==> config.mk <==
export PLATFORM = sky130hd
export DESIGN_NAME = ccs_clock_select
export DESIGN_NICKNAME = d
export VERILOG_FILES = /design/src/include/ccs_pkg.sv /design/src/ccs_clock_select.sv /design/src/ccs_sync.sv
export SDC_FILE = /design/constraint.sdc
export NUM_CORES = 1
export LEC_CHECK = 0
export ABC_AREA = 0
export BUFFER_PORTS_ARGS = -buffer_cell sky130_fd_sc_hd__buf_4
export CORE_UTILIZATION = 40
export CTS_CLUSTER_SIZE = 28
export DETAILED_ROUTE_END_ITERATION = 12
export SYNTH_ARGS = -nofsm -noshare
export SYNTH_HDL_FRONTEND = slang
export SYNTH_HIERARCHICAL = 1
export SYNTH_SLANG_ARGS = --single-unit
==> constraint.sdc <==
create_clock -name clk -period 4.7 [get_ports clk]
set_input_delay 0.47 -clock clk [delete_from_list [all_inputs] [get_ports clk]]
set_output_delay 0.47 -clock clk [all_outputs]
set_load 0.1 [all_outputs]
==> src/include/ccs_pkg.sv <==
// Constants, register map and source codes of the clock source selection block
// Overview of operation
// - Instruction clock is the selected processor clock divided by two
// - Power-on source comes from primary mode and initial source configuration fields
// - Unprogrammed configuration starts on fast RC with postscaler, code 111, mode 11
// - Two-bit external clock range field; unprogrammed means above 8 MHz
// - Software clock switching only when upper switch-mode bit is zero
// - Fail-safe monitor active only when switch-mode field equals 00
// - Codes 111,110,101,100,001,000 select the internal and secondary sources
// - Primary codes use mode 10 high-speed, 01 standard crystal, 00 external clock
// - Only primary and 8 MHz fast RC may pass through the 4x multiplier
// - Fast RC frequency lowered by a software divider ahead of selection
// - One configuration bit picks high or low power secondary oscillator
// - Crystal output pin function follows a configuration bit, may carry instruction clock
// - Current source read-only, clock fail clear-only, selection lock set-only
// - With switching disabled, request bit stays zero and new source is ignored
// - On request compare codes; equal aborts, otherwise clear lock and fail flags
// - When new source ready wait 10 new clocks, switch, clear request, copy code
package ccs_pkg;
  // Register indices on the plain register port
  localparam logic [3:0] CCS_IDX_OSC_CTRL = 4'h0;
  localparam logic [3:0] CCS_IDX_IRQ_STATUS = 4'h1;
  localparam logic [3:0] CCS_IDX_IRQ_MASK = 4'h2;
  localparam logic [3:0] CCS_IDX_FRC_DIV = 4'h3;
  // Oscillator control field positions
  localparam int CCS_POS_CUR = 12;
  localparam int CCS_POS_NEW = 8;
  localparam int CCS_POS_SEL_LOCK = 7;
  localparam int CCS_POS_PLL_LOCK = 5;
  localparam int CCS_POS_CLK_FAIL = 3;
  localparam int CCS_POS_SEC_EN = 1;
  localparam int CCS_POS_SW_REQ = 0;
  // Interrupt status and mask bit positions
  localparam int CCS_IRQ_DONE = 0;
  localparam int CCS_IRQ_ABORT = 1;
  localparam int CCS_IRQ_FAIL = 2;
  // Source codes
  localparam logic [2:0] CCS_SRC_FRC = 3'h0;
  localparam logic [2:0] CCS_SRC_FRC_PLL = 3'h1;
  localparam logic [2:0] CCS_SRC_PRI = 3'h2;
  localparam logic [2:0] CCS_SRC_PRI_PLL = 3'h3;
  localparam logic [2:0] CCS_SRC_SEC = 3'h4;
  localparam logic [2:0] CCS_SRC_LOW_POWER_RC_OSC = 3'h5;
  localparam logic [2:0] CCS_SRC_LPFRC_DIV = 3'h6;
  localparam logic [2:0] CCS_SRC_FRC_DIV = 3'h7;
  // Primary mode codes
  localparam logic [1:0] CCS_PRI_EXT = 2'h0;
  localparam logic [1:0] CCS_PRI_XT = 2'h1;
  localparam logic [1:0] CCS_PRI_HS = 2'h2;
  // Reset values; source and field values hold only until the configuration fields are caught, divider and mask until written, status until an event
  localparam logic [2:0] CCS_RST_SOURCE = 3'h7;
  localparam logic [1:0] CCS_RST_PRI_MODE = 2'h3;
  localparam logic [1:0] CCS_RST_EXT_RANGE = 2'h3;
  localparam logic [1:0] CCS_RST_SW_MODE = 2'h3;
  localparam logic [2:0] CCS_RST_FRC_DIV = 3'h0;
  localparam logic [2:0] CCS_RST_IRQ = 3'h0;
  // New-clock cycles waited before the switch
  localparam logic [3:0] CCS_SWITCH_WAIT = 4'hA;
  localparam int CCS_SYNC_W = 3;
  typedef enum logic [1:0] {CCS_IDLE, CCS_WAIT_READY, CCS_WAIT_CLK} ccs_state_type;
endpackage

==> src/ccs_clock_select.sv <==
// Clock source selection, switching sequence and oscillator control register
`timescale 1ns/1ns
module ccs_clock_select (
  input wire logic clk,
  input wire logic rst_n,
  input wire logic [1:0] primary_mode_field,
  input wire logic [2:0] initial_source_field,
  input wire logic [1:0] ext_clock_range_field,
  input wire logic [1:0] switch_mode_field,
  input wire logic secondary_power_select,
  input wire logic output_pin_function_bit,
  input wire logic [7:0] src_ready,
  input wire logic pll_locked,
  input wire logic clock_fail,
  input wire logic new_clk,
  input wire logic [3:0] reg_addr,
  input wire logic [15:0] reg_wdata,
  input wire logic reg_wr,
  input wire logic reg_rd,
  output logic [15:0] reg_rdata,
  output logic [2:0] sel_source,
  output logic [1:0] primary_mode,
  output logic primary_osc_en,
  output logic secondary_osc_en,
  output logic secondary_low_power,
  output logic fast_rc_en,
  output logic lp_fast_rc_en,
  output logic low_power_rc_osc_en,
  output logic pll_en,
  output logic [2:0] fast_rc_divide,
  output logic [1:0] ext_clock_range,
  output logic fail_safe_active,
  output logic instruction_clock,
  output logic crystal_output_pin_o,
  output logic crystal_output_pin_oe_n,
  output logic irq
);
  // Codes that may run through the multiplier
  function automatic logic uses_pll(input logic [2:0] code);
    uses_pll = (code == ccs_pkg::CCS_SRC_PRI_PLL) || (code == ccs_pkg::CCS_SRC_FRC_PLL);
  endfunction

  // Primary oscillator in either form
  function automatic logic is_primary(input logic [2:0] code);
    is_primary = (code == ccs_pkg::CCS_SRC_PRI) || (code == ccs_pkg::CCS_SRC_PRI_PLL);
  endfunction
  // Full-power fast RC in any form
  function automatic logic is_frc(input logic [2:0] code);
    is_frc = (code == ccs_pkg::CCS_SRC_FRC) || (code == ccs_pkg::CCS_SRC_FRC_PLL) || (code == ccs_pkg::CCS_SRC_FRC_DIV);
  endfunction

  logic [ccs_pkg::CCS_SYNC_W-1:0] sync_q;
  logic pll_lock_s, clk_fail_s, new_clk_s;
  logic [7:0] ready_s;

  // Oscillator status arrives from analog blocks on their own timing
  ccs_sync #(.W(ccs_pkg::CCS_SYNC_W)) u_sync_ctl (
    .clk(clk),
    .rst_n(rst_n),
    .d({pll_locked, clock_fail, new_clk}),
    .q(sync_q)
  );
  ccs_sync #(.W(8)) u_sync_rdy (
    .clk(clk),
    .rst_n(rst_n),
    .d(src_ready),
    .q(ready_s)
  );
  assign pll_lock_s = sync_q[2];
  assign clk_fail_s = sync_q[1];
  assign new_clk_s = sync_q[0];

  ccs_pkg::ccs_state_type state_r, state_nxt;
  logic cfg_done_r, cfg_done_nxt;
  logic [1:0] pri_mode_r, pri_mode_nxt, range_r, range_nxt, sw_mode_r, sw_mode_nxt;
  logic sec_lp_r, sec_lp_nxt, pin_fn_r, pin_fn_nxt;
  logic [2:0] cur_r, cur_nxt, new_r, new_nxt, div_r, div_nxt;
  logic sel_lock_r, sel_lock_nxt, pll_lock_r, pll_lock_nxt, cf_r, cf_nxt;
  logic sec_en_r, sec_en_nxt, req_r, req_nxt;
  logic [2:0] stat_r, stat_nxt, mask_r, mask_nxt;
  logic [3:0] edge_cnt_r, edge_cnt_nxt;
  logic new_clk_d_r, fail_d_r, instr_r;
  logic [15:0] rdata_r, rdata_nxt;
  logic switch_en, locked_out, ctrl_wr, new_edge, fail_evt, sw_fin, sw_abort, busy;
  logic [15:0] osc_ctrl_view;

  assign switch_en = !sw_mode_r[1];
  // Selections freeze once locked while switching is possible
  assign locked_out = sel_lock_r && switch_en;
  assign ctrl_wr = reg_wr && (reg_addr == ccs_pkg::CCS_IDX_OSC_CTRL);
  assign new_edge = new_clk_s && !new_clk_d_r;
  assign fail_safe_active = (sw_mode_r == 2'h0);
  assign fail_evt = clk_fail_s && !fail_d_r && fail_safe_active;
  // A pending switch starts the new source, else its ready could never arrive
  assign busy = (state_r != ccs_pkg::CCS_IDLE);

  always_comb begin
    osc_ctrl_view = 16'h0000;
    osc_ctrl_view[ccs_pkg::CCS_POS_CUR +: 3] = cur_r;
    osc_ctrl_view[ccs_pkg::CCS_POS_NEW +: 3] = new_r;
    osc_ctrl_view[ccs_pkg::CCS_POS_SEL_LOCK] = sel_lock_r;
    osc_ctrl_view[ccs_pkg::CCS_POS_PLL_LOCK] = pll_lock_r;
    osc_ctrl_view[ccs_pkg::CCS_POS_CLK_FAIL] = cf_r;
    osc_ctrl_view[ccs_pkg::CCS_POS_SEC_EN] = sec_en_r;
    osc_ctrl_view[ccs_pkg::CCS_POS_SW_REQ] = req_r;
  end

  // Next state of the configuration, register file and switching sequence
  always_comb begin
    state_nxt = state_r;
    cfg_done_nxt = 1'b1;
    pri_mode_nxt = pri_mode_r;
    range_nxt = range_r;
    sw_mode_nxt = sw_mode_r;
    sec_lp_nxt = sec_lp_r;
    pin_fn_nxt = pin_fn_r;
    cur_nxt = cur_r;
    new_nxt = new_r;
    div_nxt = div_r;
    sel_lock_nxt = sel_lock_r;
    pll_lock_nxt = pll_lock_s && uses_pll(cur_r);
    cf_nxt = cf_r;
    sec_en_nxt = sec_en_r;
    req_nxt = req_r;
    mask_nxt = mask_r;
    edge_cnt_nxt = edge_cnt_r;
    sw_fin = 1'b0;
    sw_abort = 1'b0;
    rdata_nxt = 16'h0000;
    if (!cfg_done_r) begin
      pri_mode_nxt = primary_mode_field;
      range_nxt = ext_clock_range_field;
      sw_mode_nxt = switch_mode_field;
      sec_lp_nxt = secondary_power_select;
      pin_fn_nxt = output_pin_function_bit;
      cur_nxt = initial_source_field;
      new_nxt = initial_source_field;
    end
    // Software writes; a lock blocks the selection fields only
    if (ctrl_wr && cfg_done_r) begin
      if (!locked_out && switch_en) begin
        new_nxt = reg_wdata[ccs_pkg::CCS_POS_NEW +: 3];
        if (state_r == ccs_pkg::CCS_IDLE) begin
          req_nxt = reg_wdata[ccs_pkg::CCS_POS_SW_REQ];
        end
      end
      sec_en_nxt = reg_wdata[ccs_pkg::CCS_POS_SEC_EN];
      if (reg_wdata[ccs_pkg::CCS_POS_SEL_LOCK]) begin
        sel_lock_nxt = 1'b1;
      end
      if (!reg_wdata[ccs_pkg::CCS_POS_CLK_FAIL]) begin
        cf_nxt = 1'b0;
      end
    end
    if (reg_wr && (reg_addr == ccs_pkg::CCS_IDX_IRQ_MASK)) begin
      mask_nxt = reg_wdata[2:0];
    end
    if (reg_wr && (reg_addr == ccs_pkg::CCS_IDX_FRC_DIV)) begin
      div_nxt = reg_wdata[2:0];
    end
    // Switching sequence
    case (state_r)
      ccs_pkg::CCS_IDLE: begin
        if (req_r) begin
          if (new_r == cur_r) begin
            req_nxt = 1'b0;
            sw_abort = 1'b1;
          end else begin
            pll_lock_nxt = 1'b0;
            cf_nxt = 1'b0;
            state_nxt = ccs_pkg::CCS_WAIT_READY;
          end
        end
      end
      ccs_pkg::CCS_WAIT_READY: begin
        pll_lock_nxt = 1'b0;
        edge_cnt_nxt = 4'h0;
        if (ready_s[new_r] && (!uses_pll(new_r) || pll_lock_s)) begin
          state_nxt = ccs_pkg::CCS_WAIT_CLK;
        end
      end
      ccs_pkg::CCS_WAIT_CLK: begin
        pll_lock_nxt = 1'b0;
        if (edge_cnt_r == ccs_pkg::CCS_SWITCH_WAIT) begin
          sw_fin = 1'b1;
          cur_nxt = new_r;
          req_nxt = 1'b0;
          state_nxt = ccs_pkg::CCS_IDLE;
        end else if (new_edge) begin
          edge_cnt_nxt = edge_cnt_r + 4'h1;
        end
      end
      default: begin
        state_nxt = ccs_pkg::CCS_IDLE;
      end
    endcase
    if (!switch_en) begin
      req_nxt = 1'b0;
      state_nxt = ccs_pkg::CCS_IDLE;
    end
    // Hardware set beats any clear in the same cycle
    if (fail_evt) begin
      cf_nxt = 1'b1;
    end
    stat_nxt = stat_r;
    if (reg_rd && (reg_addr == ccs_pkg::CCS_IDX_IRQ_STATUS)) begin
      stat_nxt = 3'h0;
    end
    stat_nxt = stat_nxt | {fail_evt, sw_abort, sw_fin};
    // Read mux, unmapped indices read zero
    if (reg_rd) begin
      case (reg_addr)
        ccs_pkg::CCS_IDX_OSC_CTRL: rdata_nxt = osc_ctrl_view;
        ccs_pkg::CCS_IDX_IRQ_STATUS: rdata_nxt = {13'h0000, stat_r};
        ccs_pkg::CCS_IDX_IRQ_MASK: rdata_nxt = {13'h0000, mask_r};
        ccs_pkg::CCS_IDX_FRC_DIV: rdata_nxt = {13'h0000, div_r};
        default: rdata_nxt = 16'h0000;
      endcase
    end
  end

  // State registers; unprogrammed values hold until configuration is caught
  always_ff @(posedge clk or negedge rst_n) begin
    if (!rst_n) begin
      state_r <= ccs_pkg::CCS_IDLE;
      cfg_done_r <= 1'b0;
      pri_mode_r <= ccs_pkg::CCS_RST_PRI_MODE;
      range_r <= ccs_pkg::CCS_RST_EXT_RANGE;
      sw_mode_r <= ccs_pkg::CCS_RST_SW_MODE;
      sec_lp_r <= 1'b1;
      pin_fn_r <= 1'b1;
      cur_r <= ccs_pkg::CCS_RST_SOURCE;
      new_r <= ccs_pkg::CCS_RST_SOURCE;
      div_r <= ccs_pkg::CCS_RST_FRC_DIV;
      sel_lock_r <= 1'b0;
      pll_lock_r <= 1'b0;
      cf_r <= 1'b0;
      sec_en_r <= 1'b0;
      req_r <= 1'b0;
      stat_r <= ccs_pkg::CCS_RST_IRQ;
      mask_r <= ccs_pkg::CCS_RST_IRQ;
      edge_cnt_r <= 4'h0;
      new_clk_d_r <= 1'b0;
      fail_d_r <= 1'b0;
      instr_r <= 1'b0;
      rdata_r <= 16'h0000;
    end else begin
      state_r <= state_nxt;
      cfg_done_r <= cfg_done_nxt;
      pri_mode_r <= pri_mode_nxt;
      range_r <= range_nxt;
      sw_mode_r <= sw_mode_nxt;
      sec_lp_r <= sec_lp_nxt;
      pin_fn_r <= pin_fn_nxt;
      cur_r <= cur_nxt;
      new_r <= new_nxt;
      div_r <= div_nxt;
      sel_lock_r <= sel_lock_nxt;
      pll_lock_r <= pll_lock_nxt;
      cf_r <= cf_nxt;
      sec_en_r <= sec_en_nxt;
      req_r <= req_nxt;
      stat_r <= stat_nxt;
      mask_r <= mask_nxt;
      edge_cnt_r <= edge_cnt_nxt;
      new_clk_d_r <= new_clk_s;
      fail_d_r <= clk_fail_s;
      instr_r <= !instr_r;
      rdata_r <= rdata_nxt;
    end
  end

  // source decode, primary kind passed with the code
  assign sel_source = cur_r;
  assign primary_mode = pri_mode_r;
  assign primary_osc_en = is_primary(cur_r) || (busy && is_primary(new_r));
  assign secondary_osc_en = (cur_r == ccs_pkg::CCS_SRC_SEC) || (busy && new_r == ccs_pkg::CCS_SRC_SEC) || sec_en_r;
  assign secondary_low_power = sec_lp_r;
  assign fast_rc_en = is_frc(cur_r) || (busy && is_frc(new_r));
  assign lp_fast_rc_en = (cur_r == ccs_pkg::CCS_SRC_LPFRC_DIV) || (busy && new_r == ccs_pkg::CCS_SRC_LPFRC_DIV);
  assign low_power_rc_osc_en = (cur_r == ccs_pkg::CCS_SRC_LOW_POWER_RC_OSC) || (busy && new_r == ccs_pkg::CCS_SRC_LOW_POWER_RC_OSC);
  assign pll_en = uses_pll(cur_r) || (busy && uses_pll(new_r));
  assign fast_rc_divide = div_r;
  assign ext_clock_range = range_r;
  assign instruction_clock = instr_r;
  // pin carries instruction clock unless crystal or pin kept as I/O
  assign crystal_output_pin_o = instr_r;
  assign crystal_output_pin_oe_n = pin_fn_r || (is_primary(cur_r) && (pri_mode_r != ccs_pkg::CCS_PRI_EXT));
  assign irq = |(stat_r & mask_r);
  assign reg_rdata = rdata_r;

  req_off_a: assert property (@(posedge clk) disable iff (!rst_n)
    !switch_en |=> !req_r) else $error("switch request set while switching disabled");
  abort_same_a: assert property (@(posedge clk) disable iff (!rst_n)
    (state_r == ccs_pkg::CCS_IDLE && req_r && new_r == cur_r && !ctrl_wr) |=> !req_r && stat_r[ccs_pkg::CCS_IRQ_ABORT])
    else $error("redundant switch not aborted");
  start_clear_a: assert property (@(posedge clk) disable iff (!rst_n)
    (state_r == ccs_pkg::CCS_IDLE && req_r && new_r != cur_r && switch_en) |=> !pll_lock_r
    && state_r == ccs_pkg::CCS_WAIT_READY) else $error("switch start did not clear lock");
  wait_ten_a: assert property (@(posedge clk) disable iff (!rst_n)
    sw_fin |-> edge_cnt_r == 4'hA && $past(state_r) == ccs_pkg::CCS_WAIT_CLK)
    else $error("switch taken before ten new clocks");
  fin_copy_a: assert property (@(posedge clk) disable iff (!rst_n)
    sw_fin |=> cur_r == $past(new_r) && !req_r) else $error("current source not updated on switch");
  cur_stable_a: assert property (@(posedge clk) disable iff (!rst_n)
    (cfg_done_r && !sw_fin) |=> $stable(cur_r)) else $error("current source changed without switch");
  lock_sticky_a: assert property (@(posedge clk) disable iff (!rst_n)
    sel_lock_r |=> sel_lock_r) else $error("selection lock cleared");
  instr_half_a: assert property (@(posedge clk) disable iff (!rst_n)
    instr_r |=> !instr_r ##1 instr_r) else $error("instruction clock not half rate");
  fsm_gate_a: assert property (@(posedge clk) disable iff (!rst_n)
    fail_evt |=> cf_r && $past(sw_mode_r) == 2'h0) else $error("fail flag outside fail-safe mode");
  switch_done_c: cover property (@(posedge clk) disable iff (!rst_n) sw_fin);
  switch_abort_c: cover property (@(posedge clk) disable iff (!rst_n) sw_abort);
  clock_fail_c: cover property (@(posedge clk) disable iff (!rst_n) fail_evt ##1 irq);
endmodule // ccs_clock_select

==> src/ccs_sync.sv <==
// Two flip-flop synchroniser for asynchronous level inputs
`timescale 1ns/1ns
module ccs_sync #(
  parameter int W = 1
) (
  input wire logic clk,
  input wire logic rst_n,
  input wire logic [W-1:0] d,
  output logic [W-1:0] q
);
  logic [W-1:0] meta_r;
  logic [W-1:0] q_r;

  // First stage feeds only the second stage
  always_ff @(posedge clk or negedge rst_n) begin
    if (!rst_n) begin
      meta_r <= '0;
      q_r <= '0;
    end else begin
      meta_r <= d;
      q_r <= meta_r;
    end
  end

  assign q = q_r;
endmodule // ccs_sync

==> results.sh <==
export IMPL_first_iter_violations=154
export IMPL_clk_pin_slew_ns=0.08
export IMPL_final_area_um2=3860
export IMPL_vias=2057
export IMPL_diodes=0
export IMPL_clock_fmax_mhz=411
export IMPL_p_seq_frac=0.427
export IMPL_nets=373
export IMPL_p_clk_frac=0.294
export IMPL_grt_max_degree=73
export IMPL_syn_cell_area_um2=3090
export IMPL_drc=0
export IMPL_hold_viol=0
export IMPL_cts_num_sinks=72
export IMPL_r2r_slack_ns=2.76
export IMPL_cp_arrival_ns=1.96
export IMPL_crit_path_end_kind="output port"
export IMPL_initial_core_util=0.419
export IMPL_clockRootBuffer="clkbuf_8"
export IMPL_synth_edff_count=0
export IMPL_wl_per_cell_um=13.9
export IMPL_totalWireLength_um=5880
export IMPL_fp_dieH_um=89.8
export IMPL_ctsHoldBuffers=0
export IMPL_yosys_warnings=6
export IMPL_slew_limit_headroom=0.417
export IMPL_maxCapViolations=0
export IMPL_cts_tree="done"
export IMPL_grt_first_pass_wirelength_um=9870
export IMPL_period_needed_ns=2.43
export IMPL_dpl_cell_area_um2=3660
export IMPL_cts_repair_resized=0
export IMPL_cts_buffers=9
export IMPL_leakagePower_nw=1.84
export IMPL_setup_viol=0
export IMPL_outcome="finished, final reports clean"
export IMPL_comb_power_share=0.279
export IMPL_tns_ns=0
export IMPL_synthToLayoutAreaGrowth_pct=25.3
export IMPL_avgSynthCellArea_um2=12.3
export IMPL_postRouteAntennaNets=0
export IMPL_worst_slew_pin_slew_ns=0.875
export IMPL_antenna_found_initial=0
export IMPL_ys_seq_elements=72
export IMPL_die_area_um2=8070
export IMPL_setup_ws_ns=2.27
export IMPL_post_place_ws_ns=2.66
export IMPL_grt_ovfl_total=0
export IMPL_synth_cell_types=52
export IMPL_dp_cells=408
export IMPL_core_area_um2=7370
export IMPL_finalCritPeriodShare=0.518
export IMPL_routed_via_density=4.85
export IMPL_power_switching_share=0.362
export IMPL_critPathKind="flip-flop to output port"
export IMPL_drive_gt1_frac=0.394
export IMPL_post_route_util=0.524
export IMPL_io_pins=84
export IMPL_post_cts_setup_buffers=0
export IMPL_start_kind="flip-flop"
export IMPL_io_buffers=71
export IMPL_dr_pass1_iters=4
export IMPL_p_int_w=0.00110
export IMPL_die_width_um=89.8
export IMPL_ys_seq_area_frac=0.590
export IMPL_crit_path_max_fanout=7
export IMPL_slew_violations=0
export IMPL_hpwl_um=4100
export IMPL_switchingPower_w=0.000622
export IMPL_cts_buffer_depth=2
export IMPL_power_density_nw_per_um2=445
export IMPL_vdd_drop_max_mv=0.249
export IMPL_num_rows=31
export IMPL_htreeDepth=3
export IMPL_grt_usage=0.159
export IMPL_clk_latency_ns=0.34
export IMPL_netlist_instances=250
export IMPL_fin_skew_ns=0.00839
export IMPL_final_cells=424
export IMPL_synth_main_ff_cell="dfrtp_1"
export IMPL_grt_pass1_vias=1963
export IMPL_cp_required_ns=4.23
export IMPL_hold_class="primary input to async pin"
export IMPL_rsz0062_at_grt="no"
export IMPL_async_flop_share=1.00
export IMPL_gp_congestion=0.735
-- critical path, cell delays in order, from the launching register on --
cell	delay, ns
dfrtp_1	0.44
inv_1	0.09
ha_1	0.31
nor3b_1	0.28
a32o_1	0.20
buf_4	0.30
-- metal layers --
| metal | wire [µm] | vias up | global-route usage |
|---|---|---|---|
| met3 | 399 | 11 | 0.0423 |
| met2 | 2580 | 77 | 0.217 |
| li1 | - | 992 | - |
| met4 | 105 | 0 | 0.0792 |
| met5 | 0 | - | 0 |
| met1 | 2790 | 977 | 0.233 |
-- path summary, 6_finish.rpt --
kind,endpoint,cells past startpoint,startpoint
max reg2reg,req_r$_DFF_PN0_,5,cfg_done_r$_DFF_PN0_
min in group clk,u_sync_rdy/meta_r[5]$_DFF_PN0_,1,src_ready[5]
max,lp_fast_rc_en,5,state_r[0]$_DFFE_PN0P_
min reg2reg,u_sync_rdy/q[3]$_DFF_PN0_,0,u_sync_rdy/meta_r[3]$_DFF_PN0_
max in group asynchronous,reg_rdata[12]$_DFF_PN0_,1,rst_n
min,crystal_output_pin_o$_DFF_PN0_,1,rst_n
-- final cells by class --
cell class                      count  area (µm²)
Fill cell                         668        3500
Timing Repair Buffer               71         533
Clock buffer                       12         155
Inverter                           12        45.0
Clock inverter                      4        52.6
Multi-Input combinational cell    154        1140
Sequential cell                    72        1820
Tap cell                           99         124
-- power by group through the flow --
| stage | Sequential, W | Combinational (W) | Clock, W |
|---|---|---|---|
| after floorplan | 0.000826 | 0.000282 | 0 |
| after global placement | 0.000743 | 0.000478 | 0 |
| after detailed placement | 0.000746 | 0.000481 | 0 |
| after CTS | 0.000734 | 0.000483 | 0.000520 |
| after global routing | 0.000744 | 0.000510 | 0.000548 |
| final | 0.000734 | 0.000480 | 0.000507 |
-- through the flow --
step	hold slack (ns)	total power, W
after global routing	0.211	0.00180
final	0.226	0.00172
after global placement	0.332	0.00122
after CTS	0.211	0.00174
after detailed placement	0.335	0.00123
after floorplan	0.174	0.00111
-- cell usage in the layout (no fill, tap or decap), types with 3 or more instances in the layout --
master	Yosys	final
nand2b_1	7	7
mux2_2	16	16
nor3b_1	3	3
ha_1	7	7
nand3_1	5	5
dfstp_2	14	14
o21ai_0	5	5
conb_1	2	5
nor2_1	18	18
dfrtp_1	58	58
a21oi_1	17	17
nand2_1	11	11
mux4_2	3	3
xnor2_1	3	3
mux2i_1	7	7
clkbuf_8	0	11
inv_1	12	12
and2_1	6	6
nor2b_1	6	6
buf_4	7	71
-- Yosys cell counts, types with 6 or more instances --
cell type	count	share of area
mux2i_1	7	0.023
mux2_2	16	0.058
dfrtp_1	58	0.47
nor2b_1	6	0.012
a21oi_1	17	0.028
buf_4	7	0.017
dfstp_2	14	0.12
nand2_1	11	0.013
nand2b_1	7	0.014
and2_1	6	0.012
nor2_1	18	0.022
inv_1	12	0.015
ha_1	7	0.028
-- logic make-up after synthesis --
| group | count (synthesis) | share of synthesized area |
|---|---|---|
| multiplexers | 26 | 0.103 |
| other | 2 | 0.00243 |
| flip-flops | 72 | 0.590 |
| buffers and inverters | 27 | 0.0458 |
| AND/OR/NAND/NOR | 72 | 0.131 |
| adder cells (fa/ha/maj) | 7 | 0.0284 |
| AO/OA/AOI/OAI | 41 | 0.0908 |
| XOR/XNOR | 3 | 0.00852 |
-- state kept, by name (all words and copies together), names as in the netlist, 2 cells and up --
register / cells
sel_source: 3
reg_rdata: 12
ext_clock_range: 2
sw_mode_r: 2
u_sync_ctl/meta_r: 3
u_sync_ctl/q: 3
state_r: 2
u_sync_rdy/meta_r: 8
edge_cnt_r: 4
new_r: 3
primary_mode: 2
u_sync_rdy/q: 8
stat_r: 3
fast_rc_divide: 3
mask_r: 3
Power figures use the tool's default switching activity.
